--- src/logic/rtcpw_pkg.sv ---
// Purpose: Constants for the clock power-control configuration block.
// Assumes: Avalon-MM slave with 32-bit data and 16-bit registers in the low lanes.
// Notes:   All offsets are byte addresses of aligned words.
package rtcpw_pkg;
    // =========================================================================
    // Register map
    localparam logic [3:0]  RTCPW_OFS_CALCFG  = 4'h0;
    localparam logic [3:0]  RTCPW_OFS_PWCFG   = 4'h4;
    localparam logic [3:0]  RTCPW_OFS_MINSECV = 4'h8;
    localparam logic [15:0] RTCPW_RST_VAL     = 16'h0000;
    localparam logic [15:0] RTCPW_PWC_MASK    = 16'hFF00;
    // =========================================================================
    // Field positions
    localparam int RTCPW_B_ENABLE  = 15;
    localparam int RTCPW_B_WREN    = 13;
    localparam int RTCPW_B_HALF_SECOND_STATUS = 11;
    localparam int RTCPW_B_POWER_CTRL_ENABLE   = 15;
    localparam int RTCPW_B_POWER_CTRL_POLARITY  = 14;
    localparam int RTCPW_B_CPRE    = 13;
    localparam int RTCPW_B_SPRE    = 12;
    localparam int RTCPW_B_CLK     = 10;
    localparam int RTCPW_B_OUT     = 8;
    localparam int RTCPW_B_SPARE_A = 14;
    localparam int RTCPW_B_SPARE_B = 12;
    localparam int RTCPW_B_SPARE_C = 8;
    localparam int RTCPW_W_SPARE_C = 3;
    localparam int RTCPW_W_BYTE    = 8;
    localparam int RTCPW_W_SEL     = 2;
    localparam int RTCPW_W_REG     = 16;
    // =========================================================================
    // Encodings
    typedef enum logic [1:0] {
        RTCPW_CLK_SECONDARY = 2'h0,
        RTCPW_CLK_LOW_POWER_RC_OSC      = 2'h1,
        RTCPW_CLK_LINE_A    = 2'h2,
        RTCPW_CLK_LINE_B    = 2'h3
    } rtcpw_clk_t;
    localparam logic [1:0] RTCPW_OUT_ALARM = 2'h0;
    localparam logic [1:0] RTCPW_OUT_SECS  = 2'h1;
    localparam logic [1:0] RTCPW_OUT_PWC   = 2'h3;
    typedef enum logic [2:0] {
        RTCPW_ST_IDLE = 3'h1,
        RTCPW_ST_ACK  = 3'h2,
        RTCPW_ST_DONE = 3'h4
    } rtcpw_state_t;
endpackage : rtcpw_pkg

--- src/logic/rtcpw_window.sv ---
// Purpose: Windowed tick generator with a one-bit divide-by-two prescaler.
// Assumes: Tick input is a one-cycle pulse from the selected timekeeping clock.
// Notes:   Restart clears the divider phase.
`timescale 1ns/1ps
module rtcpw_window
    import rtcpw_pkg::*;
(
    input  wire logic core_clk,
    input  wire logic nrst,
    input  wire logic clk_en,
    input  wire logic tick_in,
    input  wire logic div2,
    input  wire logic restart,
    output logic      tick_out
);
    logic phase_reg;
    logic phase_next;
    logic tick_reg;
    logic tick_next;

    always_comb begin
        phase_next = phase_reg;
        tick_next  = 1'b0;
        if (restart) begin
            phase_next = 1'b0;
        end else if (tick_in) begin
            // Divide by two when set, pass every tick when clear.
            phase_next = div2 ? ~phase_reg : 1'b0;
            tick_next  = div2 ? phase_reg : 1'b1;
        end
    end

    always_ff @(posedge core_clk or negedge nrst) begin
        if (!nrst) begin
            phase_reg <= 1'b0;
            tick_reg  <= 1'b0;
        end else if (clk_en) begin
            phase_reg <= phase_next;
            tick_reg  <= tick_next;
        end
    end

    assign tick_out = tick_reg;
endmodule : rtcpw_window

--- src/logic/rtcpw_ctrl.sv ---
// Purpose: Power-control configuration and clock/output selection of the clock unit.
// Assumes: nrst is the power-on reset; other resets never reach this block.
// Notes:   Avalon-MM slave; waitrequest drops for one cycle, one edge after the edge where a request is seen.
`timescale 1ns/1ps
module rtcpw_ctrl
    import rtcpw_pkg::*;
(
    input  wire logic        core_clk,
    input  wire logic        nrst,
    input  wire logic        clk_en,
    input  wire logic [3:0]  avs_address,
    input  wire logic        avs_read,
    input  wire logic        avs_write,
    input  wire logic [31:0] avs_writedata,
    input  wire logic [3:0]  avs_byteenable,
    output logic [31:0]      avs_readdata,
    output logic             avs_waitrequest,
    input  wire logic        secondary_osc_tick,
    input  wire logic        low_power_rc_osc_tick,
    input  wire logic        line_tick,
    input  wire logic        half_second_in,
    input  wire logic        alarm_pulse,
    input  wire logic        seconds_clock,
    input  wire logic        power_ctrl_raw,
    output logic             timekeeping_tick,
    output logic             prescaler_reset,
    output logic             clock_module_enable,
    output logic             half_second_status,
    output logic             stability_tick,
    output logic             sample_tick,
    output logic             power_ctrl_active,
    output logic             clock_out_pin
);
    // =========================================================================
    // Bus handshake
    rtcpw_state_t state_reg;
    rtcpw_state_t state_next;
    logic [31:0]  rdata_reg;
    logic [31:0]  rdata_next;
    logic [15:0]  calcfg_reg;
    logic [15:0]  calcfg_next;
    logic [15:0]  pwcfg_reg;
    logic [15:0]  pwcfg_next;
    logic         presc_rst_reg;
    logic         presc_rst_next;
    logic         tick_reg;
    logic         tick_next;
    logic         pin_reg;
    logic         pin_next;
    logic         pwact_reg;
    logic         pwact_next;
    logic         take_wr;
    logic         pwc_out;

    // A write lands at the one edge where waitrequest is sampled low, so a held request
    // is applied exactly once and never ahead of the master seeing its answer.
    assign take_wr = (state_reg == RTCPW_ST_DONE) && avs_write;

    // =========================================================================
    // Write decode
    logic wr_calcfg;
    logic wr_pwcfg;
    logic wr_minutes_seconds_value;

    // Each register listens only to the lanes that hold its bits.
    assign wr_calcfg = take_wr && (avs_address == RTCPW_OFS_CALCFG);
    assign wr_pwcfg  = take_wr && (avs_address == RTCPW_OFS_PWCFG) && avs_byteenable[1];
    assign wr_minutes_seconds_value = take_wr && (avs_address == RTCPW_OFS_MINSECV) && avs_byteenable[0];

    // =========================================================================
    // Read mux
    logic [31:0] rd_word;

    always_comb begin
        rd_word = 32'h0000_0000;
        case (avs_address)
            RTCPW_OFS_CALCFG: rd_word = {16'h0000, calcfg_reg};
            RTCPW_OFS_PWCFG:  rd_word = {16'h0000, pwcfg_reg};
            default:          rd_word = 32'h0000_0000;
        endcase
    end

    always_comb begin
        state_next = state_reg;
        rdata_next = rdata_reg;
        case (state_reg)
            RTCPW_ST_IDLE: begin
                if (avs_read || avs_write) begin
                    state_next = RTCPW_ST_ACK;
                end
            end
            RTCPW_ST_ACK: begin
                state_next = RTCPW_ST_DONE;
                rdata_next = 32'h0000_0000;
                if (avs_read) begin
                    rdata_next = rd_word;
                end
            end
            RTCPW_ST_DONE: begin
                state_next = RTCPW_ST_IDLE;
            end
            default: begin
                state_next = RTCPW_ST_IDLE;
            end
        endcase
    end

    // =========================================================================
    // Registers
    always_comb begin
        calcfg_next    = calcfg_reg;
        pwcfg_next     = pwcfg_reg;
        presc_rst_next = 1'b0;
        // The half-second flag is hardware-owned; config writes never land on it, but a low-byte seconds write clears it.
        calcfg_next[RTCPW_B_HALF_SECOND_STATUS] = half_second_in;
        if (wr_calcfg) begin
            if (avs_byteenable[0]) begin
                calcfg_next[RTCPW_W_BYTE-1:0] = avs_writedata[RTCPW_W_BYTE-1:0];
            end
            if (avs_byteenable[1]) begin
                calcfg_next[RTCPW_B_WREN]    = avs_writedata[RTCPW_B_WREN];
                calcfg_next[RTCPW_B_SPARE_A] = avs_writedata[RTCPW_B_SPARE_A];
                calcfg_next[RTCPW_B_SPARE_B] = avs_writedata[RTCPW_B_SPARE_B];
                calcfg_next[RTCPW_B_SPARE_C +: RTCPW_W_SPARE_C] =
                    avs_writedata[RTCPW_B_SPARE_C +: RTCPW_W_SPARE_C];
                // The enable only moves while write-enable is already set.
                if (calcfg_reg[RTCPW_B_WREN]) begin
                    calcfg_next[RTCPW_B_ENABLE] = avs_writedata[RTCPW_B_ENABLE];
                end
            end
        end
        if (wr_pwcfg) begin
            pwcfg_next = avs_writedata[RTCPW_W_REG-1:0] & RTCPW_PWC_MASK;
        end
        if (wr_minutes_seconds_value) begin
            calcfg_next[RTCPW_B_HALF_SECOND_STATUS] = 1'b0;
            presc_rst_next = 1'b1;
        end
    end

    // =========================================================================
    // Clock selection and output pin
    // Both power-line codes pick the same input, so no code leaves timekeeping idle.
    always_comb begin
        case (rtcpw_clk_t'(pwcfg_reg[RTCPW_B_CLK +: RTCPW_W_SEL]))
            RTCPW_CLK_SECONDARY: tick_next = secondary_osc_tick;
            RTCPW_CLK_LOW_POWER_RC_OSC:      tick_next = low_power_rc_osc_tick;
            default:             tick_next = line_tick;
        endcase
    end

    // The unused output code drives low, so the pin never shows a stale source.
    always_comb begin
        pwact_next = pwcfg_reg[RTCPW_B_POWER_CTRL_ENABLE];
        case (pwcfg_reg[RTCPW_B_OUT +: RTCPW_W_SEL])
            RTCPW_OUT_ALARM: pin_next = alarm_pulse;
            RTCPW_OUT_SECS:  pin_next = seconds_clock;
            RTCPW_OUT_PWC:   pin_next = pwc_out;
            default:         pin_next = 1'b0;
        endcase
    end

    // A clear polarity bit inverts the raw request; when disabled the pin rests at its inactive level.
    assign pwc_out = (pwcfg_reg[RTCPW_B_POWER_CTRL_ENABLE] & power_ctrl_raw) ^ ~pwcfg_reg[RTCPW_B_POWER_CTRL_POLARITY];

    // Only the power-on reset reaches these flops.
    always_ff @(posedge core_clk or negedge nrst) begin
        if (!nrst) begin
            state_reg     <= RTCPW_ST_IDLE;
            rdata_reg     <= 32'h0000_0000;
            calcfg_reg    <= RTCPW_RST_VAL;
            pwcfg_reg     <= RTCPW_RST_VAL;
            presc_rst_reg <= 1'b0;
            tick_reg      <= 1'b0;
            pin_reg       <= 1'b0;
            pwact_reg     <= 1'b0;
        end else if (clk_en) begin
            state_reg     <= state_next;
            rdata_reg     <= rdata_next;
            calcfg_reg    <= calcfg_next;
            pwcfg_reg     <= pwcfg_next;
            presc_rst_reg <= presc_rst_next;
            tick_reg      <= tick_next;
            pin_reg       <= pin_next;
            pwact_reg     <= pwact_next;
        end
    end

    // =========================================================================
    // Power-control windows
    // Both windows restart with the prescalers, so their phases line up after a seconds write.
    rtcpw_window u_stab (
        .core_clk (core_clk),
        .nrst     (nrst),
        .clk_en   (clk_en),
        .tick_in  (tick_reg),
        .div2     (pwcfg_reg[RTCPW_B_CPRE]),
        .restart  (presc_rst_reg),
        .tick_out (stability_tick)
    );

    rtcpw_window u_samp (
        .core_clk (core_clk),
        .nrst     (nrst),
        .clk_en   (clk_en),
        .tick_in  (tick_reg),
        .div2     (pwcfg_reg[RTCPW_B_SPRE]),
        .restart  (presc_rst_reg),
        .tick_out (sample_tick)
    );

    // =========================================================================
    // Outputs
    assign avs_waitrequest     = (state_reg != RTCPW_ST_DONE);
    assign avs_readdata        = rdata_reg;
    assign timekeeping_tick    = tick_reg;
    assign prescaler_reset     = presc_rst_reg;
    assign clock_module_enable = calcfg_reg[RTCPW_B_ENABLE];
    assign half_second_status  = calcfg_reg[RTCPW_B_HALF_SECOND_STATUS];
    assign power_ctrl_active   = pwact_reg;
    assign clock_out_pin       = pin_reg;
endmodule : rtcpw_ctrl

--- config.mk ---
export PLATFORM = sky130hd
export DESIGN_NAME = rtcpw_ctrl
export DESIGN_NICKNAME = d
export VERILOG_FILES = /design/src/logic/rtcpw_pkg.sv /design/src/logic/rtcpw_window.sv /design/src/logic/rtcpw_ctrl.sv
export SDC_FILE = /design/constraint.sdc
export NUM_CORES = 1
export LEC_CHECK = 0
export ABC_AREA = 1
export BUFFER_PORTS_ARGS = -buffer_cell sky130_fd_sc_hd__buf_2
export CAP_MARGIN = 0
export CORE_MARGIN = 3
export CORE_UTILIZATION = 40
export CTS_BUF_LIST = sky130_fd_sc_hd__clkbuf_4
export CTS_CLUSTER_SIZE = 10
export DETAILED_ROUTE_END_ITERATION = 12
export GPL_TIMING_DRIVEN = 0
export PLACE_DENSITY = 0.67
export SETUP_SLACK_MARGIN = 0.2
export SYNTH_ARGS = -nofsm -noshare
export SYNTH_HDL_FRONTEND = slang
export SYNTH_SLANG_ARGS = --single-unit
--- constraint.sdc ---
create_clock -name core_clk -period 1.5 [get_ports core_clk]
set_input_delay 0.075 -clock core_clk [delete_from_list [all_inputs] [get_ports core_clk]]
set_output_delay 0.075 -clock core_clk [all_outputs]
set_load 0.05 [all_outputs]
==> results of run 1 <==
[cell type report]
class / instances / area (µm²) / share of cell area [%]
sequential: 51 / 1280 / 36.50
multi-input combinational: 209 / 1074 / 30.61
timing repair buffer: 92 / 668.1 / 19.05
buffer: 25 / 206.4 / 5.887
inverter: 28 / 105.1 / 2.997
tap: 75 / 93.84 / 2.676
clock inverter: 3 / 42.54 / 1.213
clock buffer: 5 / 37.54 / 1.070
[power by group]
part	switching, mW	total [mW]	internal (mW)
registers	0.0955	1.57	1.48
logic	0.526	0.852	0.326
clock network	0.450	0.803	0.352
[tightest hold or removal path, delay by kind of cell]
family        cells  cell delay, ps
buf+inv           1              80
simple gates      4             240
[cell usage in the layout, fill, tap and decap left out, types with 2 or more instances in the layout]
| cell type | count |
|---|---|
| nand2_1 | 92 |
| buf_2 | 54 |
| dfrtp_1 | 48 |
| inv_1 | 28 |
| buf_4 | 26 |
| dlygate4sd3_1 | 22 |
| nand3_1 | 19 |
| o21ai_0 | 19 |
| conb_1 | 16 |
| nor2_1 | 14 |
| o21ai_2 | 13 |
| nand4_1 | 9 |
| nand2_4 | 7 |
| nand2_2 | 6 |
| clkbuf_4 | 6 |
| buf_6 | 5 |
| nor2_4 | 3 |
| clkbuf_1 | 3 |
| buf_8 | 2 |
| o22ai_1 | 2 |
| clkbuf_16 | 2 |
| dfrtp_2 | 2 |
[through the flow]
stage	total power [mW]	worst slack, ps	hold slack [ps]	std cells
floorplan	2.097	215.4	-220.6	313
global placement	2.267	116.6	323.5	444
detailed placement	2.284	74.28	330.5	444
CTS	3.225	160.7	25.82	482
global route	3.386	106.6	94.14	488
finish	3.226	166.8	37.30	488
[synth_stat cells, types with 2 or more instances]
library cell / n
o22ai_1: 2
o21ai_0: 20
o21ai_2: 13
clkbuf_1: 3
buf_4: 17
inv_1: 28
nor2_4: 3
nand3_1: 19
nand2_2: 3
nor2_1: 14
nand4_1: 9
nand2_4: 2
nand2_1: 100
dfrtp_1: 50
buf_6: 3
[logic make-up (layout without fill, tap and decap cells)]
| logic type | Yosys count | in the layout | share of synthesized area (%) |
|---|---|---|---|
| other | 1 | 16 | 0.1473 |
| DFF | 51 | 51 | 50.17 |
| buffers and inverters | 53 | 153 | 11.65 |
| and+or+nand+nor | 156 | 156 | 28.70 |
| AOI/OAI and AO/OA | 37 | 37 | 9.337 |
[what timing repair did]
action	in CTS	in global routing
hold buffers	22	0
cloned	0	2
buffers inserted	8	4
pin swaps	4	4
setup endpoints to repair	35	89
endpoints found under the hold margin	74	0
resized for setup	6	22
[final timing paths]
check	end	cells after the start
setup / recovery	pwcfg_reg[15]	7
hold / removal	clock_out_pin	5
setup reg to reg	pwcfg_reg[15]	7
hold reg to reg	avs_readdata[0]	2
max in group asynchronous	state_reg[2]	2
min in group asynchronous	avs_readdata[1]	2
[routing by layer]
metal | up-vias | part of all wire, % | global-route usage, %
met2 | 60 | 49 | 29.10
li1 | 1152 | - | -
met5 | - | 0 | 0
met4 | 0 | 1.5 | 5.612
met3 | 9 | 5.0 | 3.362
met1 | 1022 | 45 | 23.59
==> impl_results.md, run 1 <==
- Outcome: finished clean
- Layout fillers: 556
- Final WL: 6314 µm
- Final slew viol count: 0
- Avg Inst Size Synth: 8.544 µm²
- Yosys top cell area share: 49.14%
- Element type at the critical path end: register
- Syn. warnings: 0
- DR pass1 iterations: 4
- CTS tree: built
- Fin util: 58.20%
- Clock tree buffer depth: 2
- Worst Path Buf+Inv: 1
- Setup TNS: 0 ps
- Remaining Overflow, GRT: 0
- GR Util All Layers: 17.66%
- Maxcap violations: 0
- Cts bufs inserted: 5
- Synth area leaders: dfrtp_1 (49%), nand2_1 (15%), buf_4 (5.0%)
- Root Driver: clkbuf_4
- Dominant synthesized flop cell: dfrtp_1
- CP top delay family: simple AND/OR/NAND/NOR gates
- P&R area growth vs syn: 37.74%
- Initial core utilization: 42.25%
- Tcrit/Tclk final: 88.88%
- # DRC: 0
- Crit-path cells: nor2_4 > nand3_4 > nor2_4 > nand2_4 > buf_12 > nand2_4 > o21ai_2
- Largest net degree at the start of global routing: 52
- Slew @ Worst Pin: 705.7 ps
- Vias in the first global route: 2154
- Final instance area: 0.003507 mm²
- CP startpoint: state_reg[1]
- Pwr dens: 919.8 mW/mm²
- Via density: 4.596
- Max H-tree Level: 2
- Initial antenna violation count: 0
- Maximum ir drop on the vdd rail: 637.5 µV
- Initial DRC Count: 95
- CP max stage delay: 460 ps
- Max FO, Critical Path: 6
- Clock skew: 20.28 ps
- Clk sinks: 51
- Data required, critical path: 1780 ps
- Syn Inst Count: 298
- Startpoint types: register
- Die Y: 85.79 µm
- Core area: 0.006026 mm²
- Die footprint: 0.007359 mm²
- Minimum clock period: 1333 ps
- Std-Cell Rows: 28
- Synthesis-stage register bit count: 51
- Post-synth ARST share: 100.0%
- Antenna-violating nets left: 0
- Routability cong.: 0.7892
- Global-route wire length before repair: 10270 µm
- Fmax: 750.1 MHz
- Post-synth cell types: 27
- Vias post-DR: 2243
- Die width: 85.79 µm
- Post-Syn Area: 0.002546 mm²
- Ant. Diodes: 0
- Max-slew headroom: 52.95%
- Top Ports: 93
- Final nets: 464
- Layout cells sized above 1: 32.93%
- Setup repair after global routing missed its margin: true
- Leakage: 1.961 nW
- Reg clk slew, reported paths: 150 ps
- Final hold vios: 0
- Top cell type by total area after synthesis: dfrtp_1
- WL/cell: 12.94 µm
- Hold_sp: seconds_clock
- Slowest cell on the critical path: dfrtp_2
- Placed Instance Area: 0.002978 mm²
- R2R Setup Slk: 170 ps
- Critical path arrival: 1620 ps
- Worst skew pair latency: 380 ps
- EDFF count, synth: 0
- Dpl hpwl: 4296 µm
- # setup viols final: 0
- Sequential area share after synthesis: 50.17%
- Min-Delay Path Class: primary input to register
- Reg2reg start: state_reg[1]
- Port bufs: 56
- CP Class: register to register
(Power assumes the default switching activity.)
==> run 2: changes to the inputs <==
Settings changed: SETUP_SLACK_MARGIN 0.2 to unset.
==> run 2 against run 1 <==
Compared with the run above: register-to-register slack worse by 70 ps; critical path depth is 4 lower; global-route usage is 0.62 points lower; wire length is 6.2% lower; via count is 3.1% lower; critical path type is now register to output pin; critical endpoint is now avs_waitrequest; highest routed layer unchanged.
==> impl_results.md, run 2 (synthesis gave the netlist of run 1 again) <==
- Crit-path cells: nor2_4 > nand2_1 > buf_2 (was nor2_4 > nand3_4 > nor2_4 > nand2_4 > buf_12 > nand2_4 > o21ai_2)
- Final WL: 5921 µm (was 6314 µm)
- Slowest cell on the critical path: dfstp_2 (was dfrtp_2)
- GR Util All Layers: 17.04% (was 17.66%)
- Global-route wire length before repair: 10050 µm (was 10270 µm)
- Pre-CTS setup slack: 56.16 ps (was 74.28 ps)
- Setup TNS: 0 ps (unchanged)
- # DRC: 0 (unchanged)
- Maxcap violations: 0 (unchanged)
- Core area: 0.006026 mm² (unchanged)
- P&R area growth vs syn: 27.72% (was 37.74%)
- Clock tree buffer depth: 2 (unchanged)
- Vias in the first global route: 2105 (was 2154)
- Clk sinks: 51 (unchanged)
- CP Class: register to output pin (was register to register)
- Port bufs: 56 (unchanged)
- Leakage: 1.842 nW (was 1.961 nW)
- # setup viols final: 0 (unchanged)
- Placed Cells: 444 (unchanged)
- Std-Cell Rows: 28 (unchanged)
- Max H-tree Level: 2 (unchanged)
- Layout cells sized above 1: 29.32% (was 32.93%)
- Initial DRC Count: 102 (was 95)
- Critical path arrival: 1330 ps (was 1620 ps)
- Min-Delay Path Class: primary input to register (unchanged)
- Vias post-DR: 2174 (was 2243)
- Pwr Total: 2.922 mW (was 3.226 mW)
- Final instance area: 0.003252 mm² (was 0.003507 mm²)
- Reg2reg start: state_reg[1] (unchanged)
- Antenna-violating nets left: 0 (unchanged)
- Final nets: 451 (was 464)
- Via density: 4.586 (was 4.596)
- Final slew viol count: 0 (unchanged)
- Reg clk slew, reported paths: 150 ps (about the same)
- Root Driver: clkbuf_4 (unchanged)
- Minimum clock period: 1405 ps (was 1333 ps)
- R2R Setup Slk: 100 ps (was 170 ps)
- Routability cong.: 0.8054 (was 0.7892)
- Initial core utilization: 42.25% (unchanged)
- Placed Instance Area: 0.002977 mm² (was 0.002978 mm²)
- R2r worst-path depth: 7 (unchanged)
- Die footprint: 0.007359 mm² (unchanged)
- Cts bufs inserted: 5 (unchanged)
- Layout fillers: 600 (was 556)
- Hold WS: 11.11 ps (was 37.30 ps)
- Initial antenna violation count: 0 (unchanged)
- Top Ports: 93 (unchanged)
- Outcome: finished clean (unchanged)
- CP startpoint: state_reg[0] (was state_reg[1])
- Remaining Overflow, GRT: 0 (unchanged)
- Die Y: 85.79 µm (unchanged)
- Worst Setup EP: avs_waitrequest (was pwcfg_reg[15])
- Reg area: 0.001279 mm² (was 0.001280 mm²)
- Commonest cells after routing, fill and taps aside: nand2_1 (100), buf_2 (57), dfrtp_1 (49) (was nand2_1 (92), buf_2 (54), dfrtp_1 (48))
- Clock skew: 21.04 ps (was 20.28 ps)
- Data required, critical path: 1420 ps (was 1780 ps)
- CP max stage delay: 600 ps (was 460 ps)
- Dpl hpwl: 4346 µm (was 4296 µm)
- Largest net degree at the start of global routing: 52 (unchanged)
- Max FO, Critical Path: 4 (was 6)
- Fin util: 53.97% (was 58.20%)
- CTS tree: built (unchanged)
- Critical path depth: 3 (was 7)
- Worst skew pair latency: 370 ps (was 380 ps)
- Final hold vios: 0 (unchanged)
- Die width: 85.79 µm (unchanged)
- Tcrit/Tclk final: 93.67% (was 88.88%)
- WL/cell: 12.49 µm (was 12.94 µm)
- Maximum ir drop on the vdd rail: 491.3 µV (was 637.5 µV)
- Max-slew headroom: 25.18% (was 52.95%)
- Most common cell after layout, fill and taps aside: nand2_1 (unchanged)
- Setup repair after global routing missed its margin: false (was true)
- Element type at the critical path end: output pin (was register)
- DR pass1 iterations: 4 (unchanged)
- Startpoint types: register (unchanged)
- CP top delay family: flip-flops (was simple AND/OR/NAND/NOR gates)
- Ant. Diodes: 0 (unchanged)
- FF-to-FF End: pwcfg_reg[15] (unchanged)
- Final Non-Filler Cells: 474 (was 488)
- Min setup slack post-route: 94.88 ps (was 166.8 ps)
- Slew @ Worst Pin: 1122 ps (was 705.7 ps)
- Area of the multi-input gates: 0.001028 mm² (was 0.001074 mm²)
- Pwr dens: 898.6 mW/mm² (was 919.8 mW/mm²)
- Worst Path Buf+Inv: 1 (unchanged)
- Fmax: 711.7 MHz (was 750.1 MHz)
## run 2: where the power goes
group	switching, mW	internal [mW]
Sequential	0.103	1.47
Clock	0.439	0.176
Combinational	0.485	0.246
Total	1.03	1.90
## run 2: per-layer routing
layer	part of all wire, %	routed length (µm)	GRT usage [%]	up-vias
met1	45	2681	23.60	994
met5	0	0	0	-
met3	5.6	330	3.650	5
met4	0.78	46	3.885	0
li1	-	-	-	1118
met2	48	2862	27.54	57
## run 2: timing repair
action	4_1_cts	5_1_grt
buffers inserted	0	3
hold buffers	20	0
endpoints found under the hold margin	74	0
resized for setup	0	2
endpoints found under the setup margin	0	18
## run 2: worst register-to-register path: cells and delay by family (launching register included)
kind                   cells  cell delay [ps]
AO/OA/AOI/OAI              1               50
buffers and inverters      1              170
flip-flops                 1              490
AND/OR/NAND/NOR            5              630
## run 2: how the worst min path moves through the flow
stage | start | end | slack, ps | depth (start not counted)
2_1_floorplan | nrst | avs_readdata[0] | -220 | 0
3_5_place_dp | half_second_in | calcfg_reg[11] | 320 | 3
6_report | clk_en | calcfg_reg[7] | 10 | 3
5_1_grt | clk_en | calcfg_reg[7] | 10 | 3
3_3_place_gp | half_second_in | calcfg_reg[11] | 330 | 3
4_1_cts | clk_en | calcfg_reg[7] | 1 | 3
## run 2: area by class of cell
class,count,share of cell area (%)
plain buffers,25,5.887
clock buffers,5,1.154
clock inverters,2,0.4232
inverters,28,3.232
multi-input cells,209,31.63
flip-flops and latches,51,39.32
well taps,75,2.886
repair buffers,79,15.47
